$ cat src/useq_defs.svh
/*
 Field codes and bit positions of the next-address block.
 Assumes inclusion by bare name.
*/
`ifndef USEQ_DEFS_SVH
`define USEQ_DEFS_SVH
// Sample and memory-op field codes
`define SF_NONE 2'h0
`define SF_UNCOND 2'h1
`define SF_PAGE 2'h2
`define IM_IO_HI 3'h7
`define IM_BYTE_LO 2'h3
// Test and register extract codes
`define TF_NONE 2'h0
`define TF_PASS_FALSE 2'h3
`define AB_EXTRACT_A 2'h1
`define AB_EXTRACT_B 2'h2
// Condition select bits and codes
`define GF_PAGE_BIT 2
`define GF_SAMPLE_BIT 1
`define GF_OVF_BIT 3
`define GF_OVF_SET 2'h1
`define GF_OVF_CLR 2'h2
`define GF_OVF_LOAD 2'h3
`define GF_IR_DIRECTED_TEST 4'h5
`define GF_SHIFT_COUNTER_OVERFLOW 4'hc
// Field select codes
`define FS_ONES 4'h0
`define FS_INT 4'h1
`define FS_SHIFT 4'h2
`define FS_STEP 4'h3
`define FS_IR_BASE 4'h4
// Data bit positions and the shift counter's minus-one value
`define SIGN_BIT 15
`define NORMALIZE_FLAG_BIT 14
`define IR_DIRECTED_TEST_OVF_BIT 0
`define SHIFT_CNT_MINUS1 8'hff
// Register bus
`define AXI_AW 4
`define CTRL_OFF 4'h0
`define STATUS_OFF 4'h4
`define RESP_OKAY 2'h0
`define RESP_SLVERR 2'h2
`endif

$ cat src/useq_pkg.sv
/*
 Types of the next-address block.
 Assumes useq_defs.svh is on the include path.
*/
`include "useq_defs.svh"
package useq_pkg;
   // Current microword fields that steer sequencing
   typedef struct packed {
      logic [3:0] field_select_code;
      logic [3:0] low_mask_field;
      logic high_mask_bit;
      logic [3:0] address_modifier_field;
      logic [4:0] high_address_field;
      logic [1:0] register_extract_field;
      logic [1:0] sample_field;
      logic [3:0] memory_op_field;
      logic [1:0] test_field;
      logic [3:0] condition_select;
      logic direction_bit;
      logic shift_enable_value;
      logic shift_control_field;
      logic [1:0] literal_field;
   } microword_t;
   // Datapath observations for this microinstruction
   typedef struct packed {
      logic [15:0] alu_out;
      logic a_in_sign, b_in_sign, a_reg_sign, a_reg_lsb, a_shifted;
      logic alu_carry, alu_overflow, input_register_sign, register_zero_sign;
      logic [7:0] shift_count;
      logic io_sense_response;
      logic [2:0] gpr_test;
      logic interrupt_flag;
   } datapath_t;
   typedef struct packed {
      logic overflow_flag, shift_flag, normalize_flag, quotient_flag;
      logic multiply_sign_flag, byte_address_flag, alu_all_ones;
      logic alu_sign_flag, alu_carry_flag, alu_zero_flag;
   } flags_t;
   typedef struct packed {
      logic console_step, sense_switch_three;
      logic sense_switch_two, sense_switch_one;
   } switches_t;
   typedef struct packed {
      flags_t flags;
      logic [8:0] cs_addr;
      logic passed, byte_right;
      switches_t sw;
      logic awready, wready, aw_hold;
      logic [`AXI_AW-1:0] aw_addr;
      logic w_hold;
      logic [3:0] w_bits;
      logic w_lane0, bvalid;
      logic [1:0] bresp;
      logic arready, rvalid;
      logic [31:0] rdata;
      logic [1:0] rresp;
   } state_t;
endpackage : useq_pkg

$ cat src/useq_cond.sv
/*
 Condition mux over sixteen test sources.
 Assumes registered flags, so tests see last cycle's values.
*/
`timescale 1ns/1ps
`include "useq_defs.svh"
module useq_cond
(
   input wire logic [3:0] condition_select, // Condition code
   input wire logic [15:0] ir, // Instruction register
   input wire useq_pkg::flags_t flags, // Registered flags
   input wire useq_pkg::datapath_t dp, // Datapath observations
   input wire useq_pkg::switches_t sw, // Panel switches
   output logic cond // Selected condition
);
   logic positive;
   logic ir_directed_test;
   logic shift_counter_overflow;
   logic [8:0] ir_directed_test_src;
   logic [15:0] cond_vec;

   // Counter at minus one counts as overflow
   assign shift_counter_overflow =
      (dp.shift_count == `SHIFT_CNT_MINUS1);
   assign positive = ~flags.alu_sign_flag & ~flags.alu_zero_flag;

   // Nine IR bits enable tests that are all looked at at once
   assign ir_directed_test_src = {sw.sense_switch_three, sw.sense_switch_two,
      sw.sense_switch_one, dp.gpr_test, flags.alu_sign_flag, positive,
      flags.overflow_flag};
   assign ir_directed_test = |(ir[8:0] & ir_directed_test_src);

   // Position in the vector is the condition code
   assign cond_vec = {flags.quotient_flag, flags.normalize_flag,
      dp.register_zero_sign, shift_counter_overflow,
      dp.input_register_sign, flags.shift_flag, flags.alu_zero_flag,
      flags.alu_carry_flag, flags.alu_sign_flag, flags.alu_all_ones,
      ir_directed_test, sw.sense_switch_one, sw.sense_switch_two,
      sw.sense_switch_three, dp.io_sense_response,
      flags.overflow_flag};
   assign cond = cond_vec[condition_select];
endmodule : useq_cond

$ cat src/useq_next_addr.sv
/*
 Next-address, test and flag logic with an AXI4-Lite
 slave for panel switches and status.
 Assumes microword, IR and datapath inputs are stable and synchronous to
 aclk for one microinstruction cycle per clock.
*/
// The implementer's own choices: the AXI4-Lite slave port and the register addresses.
// How it works
// - Field selection used for any nonzero select code
// - IR field of up to five bits
// - Each contribution bit ANDed with its mask
// - I/O request forces contribution bit four low
// - Address bits four to eight from high field
// - Modifier field ORed into address bits one-four
// - Modifier OR suppressed in listed exclusion cases
// - Code 0 all ones; code 1 inverted interrupt
// - Code 2 shift/byte flags; code 3 step
// - Codes 4-F take shifted IR bits
// - Sequential addressing is code zero, mask off
// - Test passes on true or false, else fail
// - Sixteen condition sources in fixed order
// - IR-directed test over nine IR bits
// - Overflow clears on reset, clear code or passing IR-directed test with IR bit 0 set
// - Shift flag copies A register sign
// - Normalize flag tracks ALU bits 15/14 mismatch
// - Quotient flag copies ALU sign conditionally
// - Multiply sign on two of three signs
// - Byte flag copies shifted register bit 0
// - Byte flag selects left or right byte
// - Tests see flag values from previous cycle
// - ALU flags update only when sampling coded
// - Shift counter overflow at minus one
// - Overflow sampling sets but never clears
`timescale 1ns/1ps
`include "useq_defs.svh"
module useq_next_addr
(
   input wire logic aclk, // Processor clock
   input wire logic aresetn, // System reset, active low
   input wire useq_pkg::microword_t mw, // Current microword
   input wire logic [15:0] ir, // Instruction register
   input wire useq_pkg::datapath_t dp, // Datapath observations
   output logic [8:0] cs_addr, // Control store address
   output logic cond_passed, // Last test passed
   output logic byte_select_right, // Byte store lane
   output useq_pkg::flags_t flags, // Processor flags
   input wire logic [`AXI_AW-1:0] awaddr, // Write address
   input wire logic awvalid, // Write address valid
   output logic awready, // Write address ready
   input wire logic [31:0] wdata, // Write data
   input wire logic [3:0] wstrb, // Write strobes
   input wire logic wvalid, // Write data valid
   output logic wready, // Write data ready
   output logic [1:0] bresp, // Write response
   output logic bvalid, // Write response valid
   input wire logic bready, // Write response ready
   input wire logic [`AXI_AW-1:0] araddr, // Read address
   input wire logic arvalid, // Read address valid
   output logic arready, // Read address ready
   output logic [31:0] rdata, // Read data
   output logic [1:0] rresp, // Read response
   output logic rvalid, // Read data valid
   input wire logic rready // Read data ready
);
   useq_pkg::state_t st_reg;
   useq_pkg::state_t st_next;
   logic io_req;
   logic ints_allowed;
   logic page_jump;
   logic testing;
   logic ts_block;
   logic sampling;
   logic byte_store;
   logic byte_address_flag_now;
   logic cond;
   logic pass;
   logic [4:0] contrib;
   logic [4:0] mask;
   logic [15:0] ir_shift;
   logic [8:0] field_addr;
   logic [8:0] fail_addr;
   logic [8:0] ts_part;
   logic aw_fire;
   logic w_fire;
   logic ar_fire;

   // Microword decodes
   assign io_req = (mw.sample_field == `SF_NONE) &&
      (mw.memory_op_field[3:1] == `IM_IO_HI);
   assign testing = (mw.test_field != `TF_NONE);
   assign ints_allowed = (mw.sample_field == `SF_NONE) && !testing &&
      mw.condition_select[`GF_PAGE_BIT];
   assign page_jump = !testing && (mw.sample_field == `SF_PAGE) &&
      mw.condition_select[`GF_PAGE_BIT];
   assign ts_block = (mw.register_extract_field == `AB_EXTRACT_A) ||
      (mw.register_extract_field == `AB_EXTRACT_B) || ints_allowed ||
      io_req || page_jump || testing;
   assign sampling = !mw.sample_field[0] && !testing &&
      mw.condition_select[`GF_SAMPLE_BIT];
   assign byte_store = (mw.sample_field != `SF_NONE) &&
      (mw.memory_op_field[1:0] == `IM_BYTE_LO);

   // Byte flag follows the shifted register within this cycle
   assign byte_address_flag_now = dp.a_shifted ? dp.a_reg_lsb :
      st_reg.flags.byte_address_flag;

   // IR window slides one bit per code above four
   assign ir_shift = ir >> (mw.field_select_code - `FS_IR_BASE);

   // Contribution per select code; flags are last cycle's values
   always_comb
   begin
      unique case (mw.field_select_code)
         `FS_ONES: contrib = '1;
         `FS_INT: contrib = {4'hf, ~dp.interrupt_flag};
         `FS_SHIFT: contrib = {3'h7, st_reg.flags.shift_flag,
            st_reg.flags.byte_address_flag};
         `FS_STEP: contrib = {4'hf, st_reg.sw.console_step};
         default: contrib = ir_shift[4:0];
      endcase
   end

   // An I/O request reuses mask bit four
   assign mask = {mw.high_mask_bit & ~io_req, mw.low_mask_field};

   // Modifier lands on bits one to four
   assign ts_part = {4'h0, mw.address_modifier_field, 1'b0};

   // Code zero with the whole mask off is plain sequencing
   assign field_addr = {mw.high_address_field, 4'h0} |
      {4'h0, contrib & mask} | (ts_block ? 9'h000 : ts_part);

   // Fail address stays even and in the same 32-word block as the pass address
   assign fail_addr = {mw.high_address_field, 4'h0} | ts_part;

   useq_cond u_cond
   (
      .condition_select(mw.condition_select),
      .ir(ir),
      .flags(st_reg.flags),
      .dp(dp),
      .sw(st_reg.sw),
      .cond(cond)
   );

   // Code 11 inverts the sense; other nonzero codes pass on true
   assign pass = (mw.test_field == `TF_PASS_FALSE) ? ~cond : cond;

   assign aw_fire = awvalid & st_reg.awready;
   assign w_fire = wvalid & st_reg.wready;
   assign ar_fire = arvalid & st_reg.arready;

   // Next state
   always_comb
   begin
      st_next = st_reg;
      // New address every microinstruction
      st_next.cs_addr = (testing && !pass) ? fail_addr : field_addr;
      st_next.passed = testing && pass;
      if (byte_store)
      begin
         st_next.byte_right = byte_address_flag_now;
      end
      st_next.flags.byte_address_flag = byte_address_flag_now;
      st_next.flags.normalize_flag = dp.alu_out[`SIGN_BIT] ^
         dp.alu_out[`NORMALIZE_FLAG_BIT];
      st_next.flags.multiply_sign_flag =
         (dp.alu_out[`SIGN_BIT] & dp.a_in_sign) |
         (dp.alu_out[`SIGN_BIT] & dp.b_in_sign) |
         (dp.a_in_sign & dp.b_in_sign);
      if (!mw.literal_field[1] && mw.shift_enable_value)
      begin
         st_next.flags.shift_flag = dp.a_reg_sign;
      end
      if (!mw.literal_field[1] && mw.direction_bit &&
         !mw.shift_control_field)
      begin
         st_next.flags.quotient_flag = dp.alu_out[`SIGN_BIT];
      end
      // All four ALU flags move together or not at all
      if (sampling)
      begin
         st_next.flags.alu_all_ones = &dp.alu_out;
         st_next.flags.alu_sign_flag = dp.alu_out[`SIGN_BIT];
         st_next.flags.alu_carry_flag = dp.alu_carry;
         st_next.flags.alu_zero_flag = ~|dp.alu_out;
      end
      // Unconditional overflow control
      if (mw.sample_field == `SF_UNCOND)
      begin
         if (mw.condition_select[2:1] == `GF_OVF_SET)
         begin
            st_next.flags.overflow_flag = 1'b1;
         end
         else if (mw.condition_select[2:1] == `GF_OVF_CLR)
         begin
            st_next.flags.overflow_flag = 1'b0;
         end
         else if (mw.condition_select[2:1] == `GF_OVF_LOAD &&
            dp.alu_overflow)
         begin
            st_next.flags.overflow_flag = 1'b1;
         end
      end
      // Data-loop sampling may only set the flag
      if (mw.sample_field == `SF_NONE &&
         mw.condition_select[`GF_OVF_BIT] && dp.alu_overflow)
      begin
         st_next.flags.overflow_flag = 1'b1;
      end
      if (testing && pass && mw.condition_select == `GF_IR_DIRECTED_TEST &&
         ir[`IR_DIRECTED_TEST_OVF_BIT])
      begin
         st_next.flags.overflow_flag = 1'b0;
      end
      // Address and data may come in either order
      if (aw_fire)
      begin
         st_next.aw_hold = 1'b1;
         st_next.aw_addr = awaddr;
      end
      if (w_fire)
      begin
         st_next.w_hold = 1'b1;
         st_next.w_bits = wdata[3:0];
         st_next.w_lane0 = wstrb[0];
      end
      if (st_reg.bvalid && bready)
      begin
         st_next.bvalid = 1'b0;
      end
      if (st_reg.aw_hold && st_reg.w_hold && !st_reg.bvalid)
      begin
         st_next.aw_hold = 1'b0;
         st_next.w_hold = 1'b0;
         st_next.bvalid = 1'b1;
         st_next.bresp = `RESP_OKAY;
         if (st_reg.aw_addr == `CTRL_OFF)
         begin
            if (st_reg.w_lane0)
            begin
               st_next.sw = useq_pkg::switches_t'(st_reg.w_bits);
            end
         end
         else if (st_reg.aw_addr != `STATUS_OFF)
         begin
            st_next.bresp = `RESP_SLVERR;
         end
      end
      // Ready drops while a beat is held, so nothing is overwritten
      st_next.awready = !st_next.aw_hold && !st_next.bvalid;
      st_next.wready = !st_next.w_hold && !st_next.bvalid;
      // Read answers one cycle after the address
      if (st_reg.rvalid && rready)
      begin
         st_next.rvalid = 1'b0;
      end
      if (ar_fire)
      begin
         st_next.rvalid = 1'b1;
         st_next.rresp = `RESP_OKAY;
         st_next.rdata = 32'h0000_0000;
         if (araddr == `CTRL_OFF)
         begin
            st_next.rdata = {28'h0000000, st_reg.sw};
         end
         else if (araddr == `STATUS_OFF)
         begin
            st_next.rdata = {7'h00, st_reg.cs_addr, 6'h00, st_reg.flags};
         end
         else
         begin
            st_next.rresp = `RESP_SLVERR;
         end
      end
      st_next.arready = !st_next.rvalid;
   end

   // Single state register; reset clears every flag
   always_ff @(posedge aclk)
   begin
      if (!aresetn)
      begin
         st_reg <= '0;
      end
      else
      begin
         st_reg <= st_next;
      end
   end

   // Outputs straight from the state register
   assign cs_addr = st_reg.cs_addr;
   assign cond_passed = st_reg.passed;
   assign byte_select_right = st_reg.byte_right;
   assign flags = st_reg.flags;
   assign awready = st_reg.awready;
   assign wready = st_reg.wready;
   assign bvalid = st_reg.bvalid;
   assign bresp = st_reg.bresp;
   assign arready = st_reg.arready;
   assign rvalid = st_reg.rvalid;
   assign rdata = st_reg.rdata;
   assign rresp = st_reg.rresp;
endmodule : useq_next_addr

$ cat config.mk
export PLATFORM = sky130hd
export DESIGN_NAME = useq_next_addr
export DESIGN_NICKNAME = d
export VERILOG_FILES = /design/src/useq_pkg.sv /design/src/useq_cond.sv /design/src/useq_next_addr.sv
export VERILOG_INCLUDE_DIRS = /design/src
export SDC_FILE = /design/constraint.sdc
export NUM_CORES = 1
export LEC_CHECK = 0
export BUFFER_PORTS_ARGS = -buffer_cell sky130_fd_sc_hd__buf_2
export CAP_MARGIN = 20
export CORE_MARGIN = 3
export CORE_UTILIZATION = 49
export CTS_CLUSTER_DIAMETER = 40
export DETAILED_ROUTE_END_ITERATION = 12
export GPL_TIMING_DRIVEN = 0
export PLACE_DENSITY = 0.87
export SYNTH_ARGS = -nofsm -noshare
export SYNTH_HDL_FRONTEND = slang
export SYNTH_HIERARCHICAL = 1
export SYNTH_SLANG_ARGS = --single-unit
$ cat constraint.sdc
create_clock -name aclk -period 8.2 [get_ports aclk]
set_clock_uncertainty 0.2 [all_clocks]
set_input_delay 1.23 -clock aclk [delete_from_list [all_inputs] [get_ports aclk]]
set_output_delay 1.23 -clock aclk [all_outputs]
set_load 0.03 [all_outputs]
== Yosys cells after proc, flatten, opt, wreduce, memory -nomap -nowiden ==
Index checks and enable logic that the tools add are counted.

* Logic and storage cells: 152
* Register bits after elaboration: 77
* Output and inout port bits: 62

* $add $sub $neg: 1
* Reduce and logical (&&, ||, !) cells: 54
* Bitwise logic cells: 22
* Shift-type cells: 1
* Order comparisons: 1
* Mux-type cells: 26
* Eq/ne operators: 17

{| class="wikitable"
|+ Operator list
! operator !! number
|-
| two-way mux 35 bit || 1
|-
| two-way mux 32 bit || 1
|-
| bitwise OR 9 x 5 -> 9 bit || 3
|-
| two-way mux 25 bit || 1
|-
| logical AND 1 bit || 24
|-
| case mux 5 bit (4 select lines) || 1
|-
| AND reduction 16 bit || 1
|-
| OR reduction 16 bit || 1
|-
| right shift 16 x 4 -> 5 bit || 1
|-
| == test 2 bit, second input constant || 6
|-
| logical NOT 4 bit || 3
|-
| two-way mux 1 bit || 12
|-
| logical NOT 1 bit || 11
|-
| two-way mux 5 bit || 2
|-
| bitwise AND 9 bit || 1
|-
| two-way mux 9 bit || 1
|-
| OR reduction 9 bit || 1
|-
| bitwise AND 1 bit || 8
|-
| == test 4 x 2 -> 1 bit, second input constant || 2
|-
| == test 4 x 3 -> 1 bit, second input constant || 2
|-
| == test 8 bit, second input constant || 1
|-
| two-way mux 2 bit || 4
|-
| == test 2 x 1 -> 1 bit, second input constant || 3
|-
| two-way mux 6 bit || 1
|-
| other kinds (18) || 30
|}

== Logic depth before layout (Yosys ltp) ==
* Depth after elaboration: 12
* Gate-level depth with buffers: 10

== By module ==
The synthesis kept the hierarchy.

{| class="wikitable"
|+ Modules (own cells, without submodules)
! module !! times used !! area an instance (um^2) !! cells each
|-
| useq_next_addr || 1 || 3472.1 || 378
|-
| useq_cond || 1 || 219.0 || 29
|}

== Least setup slack after synthesis ==
OpenSTA, ideal clock, no wires.

* Path kind: input -> register
* Start: in mw[35] (netlist bit)
* End: reg st_reg (netlist bit cs_addr[4])
* Slack: 4739 ps
* Stages: 8
* Data required time: 7850 ps
* Setup time: 150 ps
* Data arrival time: 3111 ps
* Cells stage by stage: clkbuf_1 -> inv_1 -> ha_1 -> clkbuf_1 -> mux4_2 -> mux2_4 -> o311ai_2 -> a41oi_1

* Word-level cells in the longest chain between the ends: 7
* Elaborated cells between the ends (all ways): 11
* Those cells by class: 1 x add/sub; 3 x eq/ne; 1 x shift; 2 x mux; 3 x bitwise; 1 x reduce/logical

{| class="wikitable"
|+ Ends and longest elaborated chain
! item !! line !! text
|-
| start, declared || useq_next_addr.sv:40 || <nowiki>input wire useq_pkg::microword_t mw,</nowiki>
|-
| subtractor 4 x 3 -> 4 bit (no line) || - ||
|-
| right shift 16 x 4 -> 5 bit || useq_next_addr.sv:108 || <nowiki>assign ir_shift = ir >> (mw.field_select_code - `FS_IR_BASE);</nowiki>
|-
| case mux 5 bit (4 select lines) * || useq_next_addr.sv:113 || <nowiki>unique case (mw.field_select_code)</nowiki>
|-
| bitwise AND 5 bit * || useq_next_addr.sv:131 || <nowiki>{4'h0, contrib & mask} | (ts_block ? 9'h000 : ts_part);</nowiki>
|-
| bitwise OR 9 x 5 -> 9 bit * || useq_next_addr.sv:130 || <nowiki>assign field_addr = {mw.high_address_field, 4'h0} |</nowiki>
|-
| bitwise OR 9 x 5 -> 9 bit * || useq_next_addr.sv:131 ||
|-
| two-way mux 9 bit * || useq_next_addr.sv:158 || <nowiki>st_next.cs_addr = (testing && !pass) ? fail_addr : field_addr;</nowiki>
|-
| end signal, assigned || useq_next_addr.sv:288 || <nowiki>st_reg <= st_next;</nowiki>
|-
| end, declared || useq_next_addr.sv:65 || <nowiki>useq_pkg::state_t st_reg;</nowiki>
|}

Every way passes the cells marked *; elsewhere a longest branch is shown, timed or not.
A chain may end at the register's enable or synchronous reset.

== Final worst setup path ==
Ends and elaborated chain as after synthesis.

==> impl_metrics.env <==
export IMPL_grt_overflow=0
export IMPL_switching_share_pct=29.8
export IMPL_finalSetupViolCount=0
export IMPL_drive_gt1_share_pct=42.5
export IMPL_critical_path_max_stage_delay_ns=0.36
export IMPL_seqPwrFrac_pct=43.4
export IMPL_root_buffer="clkbuf_8"
export IMPL_postRouteAntennaNets=0
export IMPL_yosys_area_top_type="dfxtp_1"
export IMPL_syn_area_sq_mm=0.00369
export IMPL_ctsHoldBuffers=0
export IMPL_synth_flop_cell="dfxtp_1"
export IMPL_drt_pass1_iter_count=4
export IMPL_post_place_ws_ns=4.26
export IMPL_intPower_uw=522
export IMPL_fin_tns_setup_ns=0
export IMPL_cts_resized=0
export IMPL_area_growth_pct=30.9
export IMPL_cts_setup_buffers=0
export IMPL_status="completed"
export IMPL_antenna_cells=0
export IMPL_die_h_microns=92.8
export IMPL_postSynthAreaPerCell_sq_um=9.07
export IMPL_h_tree_depth=3
export IMPL_cts_tree="yes"
export IMPL_clkSlewWorstSetupHoldPaths_ns=0.07
export IMPL_io_buffer_count=154
export IMPL_crit_path_top_delay_cell="mux4_2"
export IMPL_synth_warnings=6
export IMPL_yosysMostFrequentCell="dfxtp_1"
export IMPL_wl_microns=10200
export IMPL_cts_buffers=9
export IMPL_post_route_period_util_pct=44.2
export IMPL_power_uw=744
export IMPL_start_util_pct=50.6
export IMPL_maxCapViolCount=0
export IMPL_placedCellCount=674
export IMPL_core_rowCount=31
export IMPL_power_density_mw_per_mm2=154
export IMPL_hold_violations=0
export IMPL_end_kind="flip-flop"
export IMPL_worst_slack_ns=4.57
export IMPL_drc_errors=0
export IMPL_grt_start_max_net_pins=12
export IMPL_finalNetCount=733
export IMPL_routedWlPerCell_microns=14.7
export IMPL_p_comb_share_pct=22.1
export IMPL_die_area_sq_mm=0.00861
export IMPL_rsz0062_at_grt="false"
export IMPL_yosysUniqueCellTypes=58
export IMPL_worstMarginPinSlew_ns=0.669
export IMPL_min_period_ns=3.63
export IMPL_ioPinCount=204
export IMPL_dpl_hpwl_microns=8190
export IMPL_nFillCells=655
export IMPL_grt_first_pass_wirelength_microns=15800
export IMPL_power_leakage_nw=2.36
export IMPL_synth_cells=407
export IMPL_cts_sinks=62
export IMPL_ys_top_cells_by_area="dfxtp_1 34%, buf_4 11%, mux4_1 5.0%, mux2i_1 4.9%, mux4_2 4.9%"
export IMPL_critical_path_required_ns=8.18
export IMPL_synth_edf_count=0
export IMPL_place_congestion=0.908
export IMPL_utilization_pct=66.3
export IMPL_crit_top_cell="clkbuf_1"
export IMPL_clockPowerShare_pct=34.5
export IMPL_path_max_fanout=10
export IMPL_path_class="primary input to flip-flop"
export IMPL_antenna_found_initial=0
export IMPL_slew_headroom_pct=55.0
export IMPL_critPathLaunchType="primary input"
export IMPL_drt_iter0_markers=143
export IMPL_largest_register_ffs=19
export IMPL_grt_pass1_vias=3424
export IMPL_stdcell_count=690
export IMPL_clockBufferDepth=2
export IMPL_clk_latency_ns=0.34
export IMPL_switching_power_uw=222
export IMPL_viasPerCell=5.21
export IMPL_ys_seq_elements=62
export IMPL_min_path_type="flip-flop to flip-flop"
export IMPL_drv_slew=0
export IMPL_ir_drop_v=0.000122
export IMPL_path_cells="buf_2 > clkbuf_1 > inv_1 > ha_1 > clkbuf_1 > mux4_2 > mux2_4 > o311ai_2 > a41oi_1"
export IMPL_async_flop_share_pct=0
export IMPL_dieWidth_microns=92.8
export IMPL_synth_top_cell_area_share_pct=33.6
export IMPL_grt_use_total_pct=23.0
export IMPL_synth_common_cells="62 x dfxtp_1, 55 x buf_4, 39 x nor2_1"
export IMPL_coreArea_sq_mm=0.00729
export IMPL_vias=3592
export IMPL_critPathArrivalTime_ns=3.61
export IMPL_timing_fmax_ghz=0.276
export IMPL_synth_seq_area_share_pct=33.6
export IMPL_r2r_setup_slack_ns=5.48
==> final cells by class <==
type / instances / area (sq um) / area share, %
multi-input cells: 271 / 1940 / 40.2
flip-flops and latches: 62 / 1240 / 25.7
repair buffers: 154 / 771 / 15.9
plain buffers: 74 / 505 / 10.5
clock buffers: 12 / 165 / 3.42
well taps: 99 / 124 / 2.56
inverters: 14 / 52.6 / 1.09
clock inverters: 4 / 30.0 / 0.621
==> power groups by stage <==
stage / Clock (mW) / Sequential [mW] / Combinational [mW]
CTS: 0.262 / 0.323 / 0.164
global placement: 0 / 0.329 / 0.160
finish: 0.257 / 0.323 / 0.164
global route: 0.278 / 0.324 / 0.179
floorplan: 0 / 0.331 / 0.102
detailed placement: 0 / 0.329 / 0.163
==> placed cells by master, fill, tap and decap left out, types with 4 or more instances in the layout <==
cell type,n
clkbuf_1,11
buf_2,159
clkbuf_8,12
nand2_1,25
nor3_1,7
mux4_2,8
and2_1,9
dfxtp_1,62
and3_1,4
inv_1,14
nor2_1,39
buf_4,55
a211oi_1,5
nand2b_1,7
mux2i_1,18
conb_1,15
a21oi_1,26
a22oi_1,18
nand3_1,14
mux4_1,7
nand4_1,9
ha_1,5
==> per-stage QoR <==
stage / hold slack, ns / instance area [sq um]
floorplan: 0.231 / 3740
global placement: 0.245 / 4640
detailed placement: 0.245 / 4640
CTS: 0.260 / 4830
global route: 0.277 / 4830
finish: 0.260 / 4830
==> layer usage <==
layer  share of wire [%]  track usage [%]  routed length (microns)  up-vias
li1                    -                -                        -     1771
met1                  42             29.3                     4250     1665
met2                  50             39.1                     5040      138
met3                 6.6             4.14                      674       18
met4                 2.0             8.18                      199        0
met5                   0                0                        0        -
==> cell families (layout without fill, tap and decap cells) <==
kind of cell	after synthesis	after routing	share of synthesized area [%]
AND/OR/NAND/NOR	140	140	19.8
buffers and inverters	88	258	15.1
AO/OA/AOI/OAI	73	73	13.5
flip-flops	62	62	33.6
multiplexers	36	36	15.8
adder cells (fa/ha/maj)	5	5	1.69
XOR/XNOR	2	2	0.475
other	1	15	0.102
==> final timing paths <==
path,to,depth (start not counted),start
worst max register to register,cs_addr[3],9,flags[2]
worst max-delay path,cs_addr[4],9,mw[35]
worst min-delay path,st_reg[41],2,st_reg[41]
worst min register to register,st_reg[41],2,st_reg[41]
==> worst max-delay path, delay by kind of cell <==
family | cells | cell delay, ns
AOI/OAI and AO/OA | 2 | 0.36
adders and majority gates | 1 | 0.35
buffers and inverters | 4 | 1.01
muxes | 2 | 0.65
(Power assumes the default switching activity.)
